--- config.mk ---
export PLATFORM = sky130hd
export DESIGN_NAME = ubg_uart_tx
export DESIGN_NICKNAME = d
export VERILOG_FILES = /design/src/design/ubg_pkg.sv /design/src/design/ubg_uart_tx.sv
export SDC_FILE = /design/constraint.sdc
export NUM_CORES = 1
export LEC_CHECK = 0
export BUFFER_PORTS_ARGS = -buffer_cell sky130_fd_sc_hd__buf_2
export CORE_MARGIN = 3
export CORE_UTILIZATION = 50
export CTS_BUF_LIST = sky130_fd_sc_hd__clkbuf_8
export DETAILED_ROUTE_END_ITERATION = 12
export GPL_ROUTABILITY_DRIVEN = 0
export GPL_TIMING_DRIVEN = 0
export PLACE_DENSITY = 0.74
export SYNTH_ARGS = -nofsm -noshare
export SYNTH_HDL_FRONTEND = slang
export SYNTH_SLANG_ARGS = --single-unit
--- constraint.sdc ---
create_clock -name core_clk -period 2.9 [get_ports core_clk]
set_clock_uncertainty 0.15 [all_clocks]
set_input_delay 0.435 -clock core_clk [delete_from_list [all_inputs] [get_ports core_clk]]
set_output_delay 0.435 -clock core_clk [all_outputs]
set_load 0.02 [all_outputs]
--- src/design/ubg_pkg.sv ---
// shared constants of the baud generator and asynchronous transmitter
package ubg_pkg;

  // apb address width in bits; registers sit at byte address = 4 * index
  localparam int unsigned UBG_ADDR_W   = 12;
  localparam int unsigned UBG_IDX_W    = UBG_ADDR_W - 2;

  // register indices
  localparam logic [UBG_IDX_W-1:0] UBG_IDX_INTCTL = 10'h00B; // interrupt_control
  localparam logic [UBG_IDX_W-1:0] UBG_IDX_PIFLG  = 10'h00C; // peripheral_interrupt_flags
  localparam logic [UBG_IDX_W-1:0] UBG_IDX_RCSTC  = 10'h018; // receive_status_control
  localparam logic [UBG_IDX_W-1:0] UBG_IDX_HOLD   = 10'h019; // transmit_holding
  localparam logic [UBG_IDX_W-1:0] UBG_IDX_LINE   = 10'h020; // line status (receive level)
  localparam logic [UBG_IDX_W-1:0] UBG_IDX_PIEN   = 10'h08C; // peripheral_interrupt_enables
  localparam logic [UBG_IDX_W-1:0] UBG_IDX_TXSTC  = 10'h098; // transmit_status_control
  localparam logic [UBG_IDX_W-1:0] UBG_IDX_BDIV   = 10'h099; // baud_divisor

  // transmit_status_control bit positions
  localparam int unsigned UBG_TX_CSRC_B = 7;
  localparam int unsigned UBG_TX_NINE_B = 6;
  localparam int unsigned UBG_TX_EN_B   = 5;
  localparam int unsigned UBG_TX_SYNC_B = 4;
  localparam int unsigned UBG_TX_HS_B   = 2;
  localparam int unsigned UBG_TX_EMPT_B = 1;
  localparam int unsigned UBG_TX_D9_B   = 0;

  // receive_status_control and flag bit positions
  localparam int unsigned UBG_RC_SERIAL_PORT_ENABLE_B = 7;
  localparam int unsigned UBG_RC_RX9_B  = 6;
  localparam int unsigned UBG_RC_SREN_B = 5;
  localparam int unsigned UBG_RC_CREN_B = 4;
  localparam int unsigned UBG_FLG_TX_B  = 4;

  // reset values
  localparam logic [7:0] UBG_RST_REG8 = 8'h00;
  localparam logic       UBG_RST_LINE = 1'h1;

  // oversample ratio minus one per mode
  localparam logic [5:0] UBG_RATIO_LOW  = 6'h3F; // x64
  localparam logic [5:0] UBG_RATIO_HIGH = 6'h0F; // x16
  localparam logic [5:0] UBG_RATIO_SYNC = 6'h03; // x4

  // index of the last data bit
  localparam logic [3:0] UBG_LAST_BIT8 = 4'h7;
  localparam logic [3:0] UBG_LAST_BIT9 = 4'h8;

  // transmitter states, one-hot
  typedef enum logic [4:0] {
    UBG_ST_IDLE  = 5'h01,
    UBG_ST_WAIT  = 5'h02,
    UBG_ST_START = 5'h04,
    UBG_ST_DATA  = 5'h08,
    UBG_ST_STOP  = 5'h10
  } ubg_tx_state_t;

endpackage

--- src/design/ubg_uart_tx.sv ---
// Notes on behaviour
// RULE1: baud generator is an 8-bit free-running reload timer set by baud_divisor.
// RULE2: rate is osc/(64(d+1)), osc/(16(d+1)) high speed, osc/(4(d+1)) synchronous.
// RULE3: the rate formulas hold only when the port makes its own clock.
// RULE4: any baud_divisor write restarts the baud timer at once.
// RULE5: receive level is a majority of three samples mid bit.
// RULE6: frames are NRZ: start bit, eight or nine data bits, stop bit.
// RULE7: data goes out least significant bit first.
// RULE8: transmitter and receiver share one format setting and one baud rate.
// RULE9: generator output is x16 with high speed select, else x64.
// RULE10: no hardware parity; software puts parity in the ninth bit.
// RULE11: asynchronous operation halts during sleep.
// RULE12: mode select bit 4 clear selects asynchronous operation.
// RULE13: shift register reloads only after the stop bit, from holding if loaded.
// RULE14: holding to shift move takes one cycle, empties holding, sets transmit_flag.
// RULE15: transmit_flag ignores enables, software cannot clear it, holding write clears.
// RULE16: setting transmit_enable sets transmit_flag; the code sets it only while holding is empty.
// RULE17: read-only bit 1 shows shift register empty; raises no interrupt.
// RULE18: the shift register has no address.
// RULE19: sending starts with enable set, holding loaded and a shift clock tick.
// RULE20: clearing transmit_enable aborts the frame and releases the pin.
// RULE21: software writes nine_bit_select and ninth_data_bit before the data byte.
// RULE22: software sets divisor, mode, port enable, format, enable, then data.
// RULE23: serial_port_enable hands both pins to the serial function.
// RULE24: line idles high; start bit low, stop bit high.
`timescale 1ns/10ps
`default_nettype none

module ubg_uart_tx #(
  parameter int unsigned DIV_W = 8
) (
  input  wire logic                          core_clk,
  input  wire logic                          arst_n,
  input  wire logic                          psel,
  input  wire logic                          penable,
  input  wire logic                          pwrite,
  input  wire logic [ubg_pkg::UBG_ADDR_W-1:0] paddr,
  input  wire logic [31:0]                   pwdata,
  output logic      [31:0]                   prdata,
  output logic                               pready,
  output logic                               pslverr,
  input  wire logic                          sleep_hold,
  input  wire logic                          rx_in,
  output logic                               rx_level,
  output logic                               tx_out,
  output logic                               tx_oe_n
);
  import ubg_pkg::*;

  typedef struct packed {
    logic [7:0]       intctl;
    logic [7:0]       pien;
    logic             txf;
    logic             csrc;
    logic             tx9;
    logic             transmit_enable;
    logic             sync;
    logic             high_speed_select;
    logic             ninth_data_bit;
    logic             serial_port_enable;
    logic             rx9;
    logic             sren;
    logic             cren;
    logic [7:0]       hold;
    logic             hold_full;
    logic [DIV_W-1:0] div;
    logic [DIV_W-1:0] tmr;
    logic [5:0]       ovs;
    logic [1:0]       smp;
    logic             rxl;
    ubg_tx_state_t    st;
    logic [8:0]       shf;
    logic [3:0]       bitn;
    logic             txo;
    logic             oe_n;
    logic [31:0]      prdata;
    logic             pready;
    logic             pslverr;
  } ubg_state_t;

  ubg_state_t s_r;
  ubg_state_t s_nxt;

  logic [UBG_IDX_W-1:0] idx;
  logic                 mapped;
  logic                 wr_acc;
  logic                 hold_wr;
  logic                 div_wr;
  logic                 transmit_enable_rise;
  logic                 run;
  logic                 os_tick;
  logic                 bit_tick;
  logic                 active;
  logic                 load_ok;
  logic [5:0]           ratio_m1;
  logic [5:0]           mid;
  logic [3:0]           last_bit;
  logic [7:0]           rd_val;

  // address decode; the shift register is deliberately absent
  always_comb begin
    idx = paddr[UBG_ADDR_W-1:2];
    // RULE18 shift unmapped
    mapped = (paddr[1:0] == 2'b00) &&
             (idx == UBG_IDX_INTCTL || idx == UBG_IDX_PIFLG || idx == UBG_IDX_RCSTC ||
              idx == UBG_IDX_HOLD   || idx == UBG_IDX_LINE  || idx == UBG_IDX_PIEN  ||
              idx == UBG_IDX_TXSTC  || idx == UBG_IDX_BDIV);
  end

  // apb strobes and rate selection
  always_comb begin
    wr_acc    = psel && penable && s_r.pready && pwrite && mapped;
    hold_wr   = wr_acc && (idx == UBG_IDX_HOLD);
    div_wr    = wr_acc && (idx == UBG_IDX_BDIV);
    transmit_enable_rise = wr_acc && (idx == UBG_IDX_TXSTC) && pwdata[UBG_TX_EN_B] && !s_r.transmit_enable;
    // RULE11 sleep freezes
    run       = !sleep_hold;
    // RULE2 ratio per mode
    // RULE9 x16 or x64
    ratio_m1  = s_r.sync ? UBG_RATIO_SYNC : (s_r.high_speed_select ? UBG_RATIO_HIGH : UBG_RATIO_LOW);
    mid       = 6'((7'(ratio_m1) + 7'h01) >> 1);
    // RULE1 timer overflow tick
    os_tick   = run && (s_r.tmr == '0) && !div_wr;
    // RULE3 internal clock only
    bit_tick  = os_tick && (s_r.ovs >= ratio_m1) && (!s_r.sync || s_r.csrc);
    // RULE12 asynchronous only
    // RULE23 pins need port enable
    active    = s_r.serial_port_enable && s_r.transmit_enable && !s_r.sync;
    load_ok   = s_r.hold_full && !hold_wr && run;
    // RULE6 eight or nine bits
    // RULE10 ninth bit is plain data
    last_bit  = s_r.tx9 ? UBG_LAST_BIT9 : UBG_LAST_BIT8;
  end

  // read data mux
  always_comb begin
    rd_val = UBG_RST_REG8;
    unique case (idx)
      UBG_IDX_INTCTL: rd_val = s_r.intctl;
      UBG_IDX_PIFLG:  rd_val[UBG_FLG_TX_B] = s_r.txf;
      UBG_IDX_RCSTC: begin
        rd_val[UBG_RC_SERIAL_PORT_ENABLE_B] = s_r.serial_port_enable;
        rd_val[UBG_RC_RX9_B]  = s_r.rx9;
        rd_val[UBG_RC_SREN_B] = s_r.sren;
        rd_val[UBG_RC_CREN_B] = s_r.cren;
      end
      UBG_IDX_HOLD:   rd_val = s_r.hold;
      UBG_IDX_LINE:   rd_val[0] = s_r.rxl;
      UBG_IDX_PIEN:   rd_val = s_r.pien;
      UBG_IDX_TXSTC: begin
        rd_val[UBG_TX_CSRC_B] = s_r.csrc;
        rd_val[UBG_TX_NINE_B] = s_r.tx9;
        rd_val[UBG_TX_EN_B]   = s_r.transmit_enable;
        rd_val[UBG_TX_SYNC_B] = s_r.sync;
        rd_val[UBG_TX_HS_B]   = s_r.high_speed_select;
        // RULE17 shift empty status
        rd_val[UBG_TX_EMPT_B] = (s_r.st == UBG_ST_IDLE);
        rd_val[UBG_TX_D9_B]   = s_r.ninth_data_bit;
      end
      UBG_IDX_BDIV:   rd_val = 8'(s_r.div);
      default:        rd_val = UBG_RST_REG8;
    endcase
  end

  // next state of the whole block
  always_comb begin
    s_nxt = s_r;

    // apb slave: one wait-free access phase, data captured at setup
    s_nxt.pready  = psel && !penable;
    s_nxt.pslverr = psel && !penable && !mapped;
    if (psel && !penable) begin
      s_nxt.prdata = {24'h000000, rd_val};
    end

    // register writes; the flag register ignores software
    if (wr_acc) begin
      unique case (idx)
        UBG_IDX_INTCTL: s_nxt.intctl = pwdata[7:0];
        UBG_IDX_PIEN:   s_nxt.pien   = pwdata[7:0];
        UBG_IDX_RCSTC: begin
          s_nxt.serial_port_enable = pwdata[UBG_RC_SERIAL_PORT_ENABLE_B];
          s_nxt.rx9  = pwdata[UBG_RC_RX9_B];
          s_nxt.sren = pwdata[UBG_RC_SREN_B];
          s_nxt.cren = pwdata[UBG_RC_CREN_B];
        end
        UBG_IDX_TXSTC: begin
          s_nxt.csrc = pwdata[UBG_TX_CSRC_B];
          s_nxt.tx9  = pwdata[UBG_TX_NINE_B];
          s_nxt.transmit_enable = pwdata[UBG_TX_EN_B];
          s_nxt.sync = pwdata[UBG_TX_SYNC_B];
          s_nxt.high_speed_select = pwdata[UBG_TX_HS_B];
          s_nxt.ninth_data_bit = pwdata[UBG_TX_D9_B];
        end
        default: ;
      endcase
    end

    // baud timer and oversample counter
    if (div_wr) begin
      // RULE4 restart on write
      s_nxt.div = pwdata[DIV_W-1:0];
      s_nxt.tmr = pwdata[DIV_W-1:0];
      s_nxt.ovs = '0;
    end else if (run) begin
      // RULE1 free-running reload
      s_nxt.tmr = (s_r.tmr == '0) ? s_r.div : s_r.tmr - 1'b1;
      if (os_tick) begin
        s_nxt.ovs = (s_r.ovs >= ratio_m1) ? 6'h00 : s_r.ovs + 6'h01;
      end
    end

    // three samples around mid bit, majority vote on the third
    // RULE8 shared baud rate
    if (os_tick && s_r.serial_port_enable) begin
      // RULE5 majority of three
      if (s_r.ovs == mid - 6'h01) begin
        s_nxt.smp[0] = rx_in;
      end else if (s_r.ovs == mid) begin
        s_nxt.smp[1] = rx_in;
      end else if (s_r.ovs == mid + 6'h01) begin
        s_nxt.rxl = (s_r.smp[0] & s_r.smp[1]) | (s_r.smp[0] & rx_in) | (s_r.smp[1] & rx_in);
      end
    end

    // transmitter
    if (!active) begin
      // RULE20 abort and release pin
      s_nxt.st   = UBG_ST_IDLE;
      s_nxt.txo  = 1'b1;
      s_nxt.oe_n = 1'b1;
      s_nxt.bitn = 4'h0;
    end else begin
      s_nxt.oe_n = 1'b0;
      unique case (s_r.st)
        UBG_ST_IDLE: begin
          // RULE24 idle high
          s_nxt.txo = 1'b1;
          if (load_ok) begin
            // RULE14 one-cycle move
            s_nxt.shf       = {s_r.ninth_data_bit, s_r.hold};
            s_nxt.hold_full = 1'b0;
            s_nxt.txf       = 1'b1;
            s_nxt.st        = UBG_ST_WAIT;
          end
        end
        UBG_ST_WAIT: begin
          // RULE19 start on shift clock
          if (bit_tick) begin
            s_nxt.txo = 1'b0;
            s_nxt.st  = UBG_ST_START;
          end
        end
        UBG_ST_START: begin
          if (bit_tick) begin
            // RULE7 lsb first
            s_nxt.txo  = s_r.shf[0];
            s_nxt.shf  = {1'b0, s_r.shf[8:1]};
            s_nxt.bitn = 4'h0;
            s_nxt.st   = UBG_ST_DATA;
          end
        end
        UBG_ST_DATA: begin
          if (bit_tick) begin
            if (s_r.bitn == last_bit) begin
              // RULE24 stop bit high
              s_nxt.txo = 1'b1;
              s_nxt.st  = UBG_ST_STOP;
            end else begin
              s_nxt.txo  = s_r.shf[0];
              s_nxt.shf  = {1'b0, s_r.shf[8:1]};
              s_nxt.bitn = s_r.bitn + 4'h1;
            end
          end
        end
        UBG_ST_STOP: begin
          if (bit_tick) begin
            // RULE13 reload after stop
            if (load_ok) begin
              s_nxt.shf       = {s_r.ninth_data_bit, s_r.hold};
              s_nxt.hold_full = 1'b0;
              s_nxt.txf       = 1'b1;
              s_nxt.txo       = 1'b0;
              s_nxt.st        = UBG_ST_START;
            end else begin
              s_nxt.txo = 1'b1;
              s_nxt.st  = UBG_ST_IDLE;
            end
          end
        end
      endcase
    end

    // RULE16 enable sets flag
    if (transmit_enable_rise && !hold_wr && !s_r.hold_full) begin
      s_nxt.txf = 1'b1;
    end

    // RULE15 only a holding write clears the flag
    if (hold_wr) begin
      s_nxt.hold      = pwdata[7:0];
      s_nxt.hold_full = 1'b1;
      s_nxt.txf       = 1'b0;
    end
  end

  // state register
  always_ff @(posedge core_clk or negedge arst_n) begin
    if (!arst_n) begin
      s_r           <= '0;
      s_r.intctl    <= UBG_RST_REG8;
      s_r.pien      <= UBG_RST_REG8;
      s_r.hold      <= UBG_RST_REG8;
      s_r.rxl       <= UBG_RST_LINE;
      s_r.smp       <= {UBG_RST_LINE, UBG_RST_LINE};
      s_r.st        <= UBG_ST_IDLE;
      s_r.txo       <= 1'b1;
      s_r.oe_n      <= 1'b1;
    end else begin
      s_r <= s_nxt;
    end
  end

  // outputs straight from the state register
  assign prdata   = s_r.prdata;
  assign pready   = s_r.pready;
  assign pslverr  = s_r.pslverr;
  assign rx_level = s_r.rxl;
  assign tx_out   = s_r.txo;
  assign tx_oe_n  = s_r.oe_n;
endmodule

`default_nettype wire

==> flow_metrics.env <==
export IMPL_grt_pass1_vias=3952
export IMPL_path_depth=8
export IMPL_cts_tree="yes"
export IMPL_root_buffer="clkbuf_8"
export IMPL_antenna_cells=0
export IMPL_crit_type="flip-flop to flip-flop"
export IMPL_worstPathRequired_ns=3.01
export IMPL_critPathSlowestCell="dfrtp_1"
export IMPL_ctsHtreeMaxLevel=3
export IMPL_numCtsBuffers=9
export IMPL_slew_violations=0
export IMPL_fillCellCount=855
export IMPL_critPathCaptureType="flip-flop"
export IMPL_grt_max_degree=62
export IMPL_synth_top_cell_by_area="dfrtp_1"
export IMPL_wl_um=12500
export IMPL_die_w_um=108
export IMPL_drive_gt1_frac=0.295
export IMPL_rsz0062_at_grt="false"
export IMPL_dpl_cell_count=699
export IMPL_fin_crit_sh=0.941
export IMPL_p_seq_frac=0.522
export IMPL_switching_share=0.313
export IMPL_multi_input_area_mm2=0.00260
export IMPL_ff2ff_setup_slack_ns=0.17
export IMPL_rows=36
export IMPL_die_area_mm2=0.0117
export IMPL_synth_area_leaders="dfrtp_1 (41%), mux2_2 (11%), buf_4 (4.8%)"
export IMPL_min_to="s_r[55]$_DFFE_PN1P_"
export IMPL_initial_core_util=0.522
export IMPL_arrival_ns=2.84
export IMPL_dr_pass1_iters=7
export IMPL_core_mm2=0.00995
export IMPL_use_met2=0.366
export IMPL_synth_ff_latch_count=91
export IMPL_synth_edff_count=0
export IMPL_antenna_found_initial=0
export IMPL_dp_hpwl_um=9210
export IMPL_hold_violations=0
export IMPL_comb_power_share=0.183
export IMPL_grtUsageTotal=0.220
export IMPL_use_met1=0.291
export IMPL_dominantRegCellSynth="dfrtp_1"
export IMPL_cp_top_family="compound AO/OA/AOI/OAI gates"
export IMPL_p_total_mw=2.78
export IMPL_crit_fanout=10
export IMPL_grt_pass1_wl_um=20100
export IMPL_fmax_mhz=367
export IMPL_syn_to_final_growth_pct=13.6
export IMPL_hold_depth=2
export IMPL_worst_r2r_endpoint="s_r[43]$_DFFE_PN0P_"
export IMPL_finalNonFillerCells=717
export IMPL_clk_pin_slew_ns=0.09
export IMPL_die_h_um=108
export IMPL_overflow=0
export IMPL_fin_nets=638
export IMPL_critPathBufInv=1
export IMPL_yosys_warnings=0
export IMPL_tightest_slew_ns=0.818
export IMPL_vias=4134
export IMPL_slew_limit_headroom=0.450
export IMPL_grt_met3_usage=0.0460
export IMPL_clkPwrFrac=0.295
export IMPL_clock_path_buffers=2
export IMPL_cts_sinks=91
export IMPL_power_switching_mw=0.869
export IMPL_synth_top_area_share=0.409
export IMPL_ant_nets=0
export IMPL_io_buffer_count=36
export IMPL_cell_internal_pwr_mw=1.91
export IMPL_synthCells=506
export IMPL_ios=88
export IMPL_r2r_cells=8
export IMPL_final_seq_area_mm2=0.00229
export IMPL_total_leakage_power_nw=2.82
export IMPL_syn_cell_area_mm2=0.00520
export IMPL_clkLatencyLatePin_ns=0.37
export IMPL_ys_seq_area_frac=0.440
export IMPL_drc=0
export IMPL_whs_ns=0.195
export IMPL_hp_start="rx_in"
export IMPL_setup_viol=0
export IMPL_cp_cell_sequence="or2_2 > ha_1 > nand2_1 > a21oi_4 > o211ai_4 > a221oi_4 > buf_12 > mux2_2"
export IMPL_finalCriticalPeriod_ns=2.73
export IMPL_r2r_start="s_r[93]$_DFFE_PN0N_"
export IMPL_async_reset_ff_frac=1.00
export IMPL_critPathMaxStageDelay_ns=0.47
export IMPL_ys_types=74
export IMPL_drt_iter0_drc=215
export IMPL_viasPerCell=5.77
export IMPL_hold_path_class="input pin to flip-flop"
export IMPL_status="completed"
export IMPL_maxCapViolations=0
export IMPL_peakVddDrop_mv=0.211
export IMPL_final_util=0.593
export IMPL_power_density_mw_per_mm2=471
export IMPL_startpoint_type="flip-flop"
export IMPL_grt_busiest_layer="met2"
export IMPL_routedWlPerCell_um=17.4
export IMPL_postSynthAreaPerCell_um2=10.3
logic make-up (layout without fill, tap and decap cells):
| kind of cell | after synthesis | count (layout) | synth area share |
|---|---|---|---|
| AOI/OAI and AO/OA | 110 | 110 | 0.153 |
| xor gates and xnor gates | 4 | 4 | 0.00674 |
| adders and majority gates | 9 | 9 | 0.0212 |
| buffers and inverters | 72 | 127 | 0.0809 |
| DFF | 91 | 91 | 0.440 |
| muxes | 59 | 59 | 0.126 |
| other | 1 | 24 | 0.000722 |
| and+or+nand+nor | 160 | 160 | 0.172 |
flip-flops by register name, summed over array words and instances (netlist names):
| name | count |
|---|---|
| pready | 1 |
| prdata | 8 |
| pslverr | 1 |
| s_r | 78 |
| tx_oe_n | 1 |
| tx_out | 1 |
| rx_level | 1 |
cells in the final DEF, fill, tap and decap left out, drive strengths merged, types with 8 or more instances in the layout:
master / synthesis / final
dfrtp: 85 / 85
buf: 39 / 77
mux2: 52 / 52
nand2: 46 / 46
nor2: 25 / 25
conb: 1 / 24
clkbuf: 13 / 23
a21oi: 22 / 22
inv: 20 / 21
o21ai: 18 / 18
nor3: 12 / 12
nand3: 12 / 12
a31oi: 10 / 10
a221oi: 10 / 10
and3: 8 / 8
ha: 8 / 8
and2: 8 / 8
power groups by stage:
| stage | Clock [mW] | Sequential, mW | Combinational (mW) |
|---|---|---|---|
| after floorplan | 0 | 1.45 | 0.357 |
| after global placement | 0 | 1.47 | 0.472 |
| after detailed placement | 0 | 1.47 | 0.491 |
| after CTS | 0.835 | 1.45 | 0.499 |
| after global routing | 0.879 | 1.47 | 0.570 |
| final | 0.821 | 1.45 | 0.508 |
cell usage after synthesis, drive strengths merged (4+ instances only):
| master | count |
|---|---|
| and2 | 8 |
| and3 | 8 |
| a22oi | 6 |
| ha | 8 |
| nor4b | 6 |
| a221oi | 10 |
| o21ai | 18 |
| a21oi | 22 |
| a22o | 4 |
| nor2 | 25 |
| a31oi | 10 |
| inv | 20 |
| nor3b | 4 |
| mux2 | 52 |
| nand2 | 46 |
| nand4 | 5 |
| clkbuf | 13 |
| o22ai | 5 |
| dfstp | 6 |
| nand3 | 12 |
| mux2i | 7 |
| dfrtp | 85 |
| nor3 | 12 |
| and4 | 4 |
| nor4 | 7 |
| or2 | 4 |
| buf | 39 |
how the worst max path moves through the flow:
stage                                   start              endpoint  slack, ns
after floorplan           s_r[94]$_DFFE_PN0N_   s_r[41]$_DFFE_PN0P_       0.25
after global placement                 pwrite  s_r[111]$_DFFE_PN0P_      -0.05
after CTS                 s_r[94]$_DFFE_PN0N_   s_r[43]$_DFFE_PN0P_       0.12
final                     s_r[93]$_DFFE_PN0N_   s_r[43]$_DFFE_PN0P_       0.17
after global routing      s_r[94]$_DFFE_PN0N_   s_r[46]$_DFFE_PN0P_       0.04
after detailed placement  s_r[94]$_DFFE_PN0N_   s_r[43]$_DFFE_PN0P_      -0.12
final cells by class:
type,instances,area share
Clock inverter,6,0.00848
Multi-Input combinational cell,366,0.441
Sequential cell,91,0.387
Tap cell,133,0.0282
Inverter,20,0.0127
Buffer,52,0.0585
Clock buffer,10,0.0233
Timing Repair Buffer,39,0.0407
through the flow:
| stage | area [µm²] | setup slack [ns] | setup TNS, ns |
|---|---|---|---|
| global route | 5900 | 0.0439 | 0 |
| floorplan | 5280 | 0.247 | 0 |
| detailed placement | 5660 | -0.120 | -1.69 |
| global placement | 5630 | -0.0468 | -0.394 |
| CTS | 5890 | 0.123 | 0 |
| finish | 5900 | 0.172 | 0 |
timing repair:
| action | in CTS | in global routing |
|---|---|---|
| gates resized for setup | 2 | 3 |
| gates cloned | 0 | 0 |
| endpoints found under the hold margin | 27 | 0 |
| hold buffers | 1 | 0 |
| setup buffers | 1 | 0 |
| pin swaps | 1 | 0 |
| endpoints found under the setup margin | 8 | 8 |
metal layers:
metal	share of wire	wire, µm	vias up
li1	-	-	1962
met5	0	0	-
met2	0.48	6000	135
met4	0.021	260	0
met3	0.068	850	30
met1	0.43	5360	2007
No activity file was read; power rests on OpenSTA's default activity.
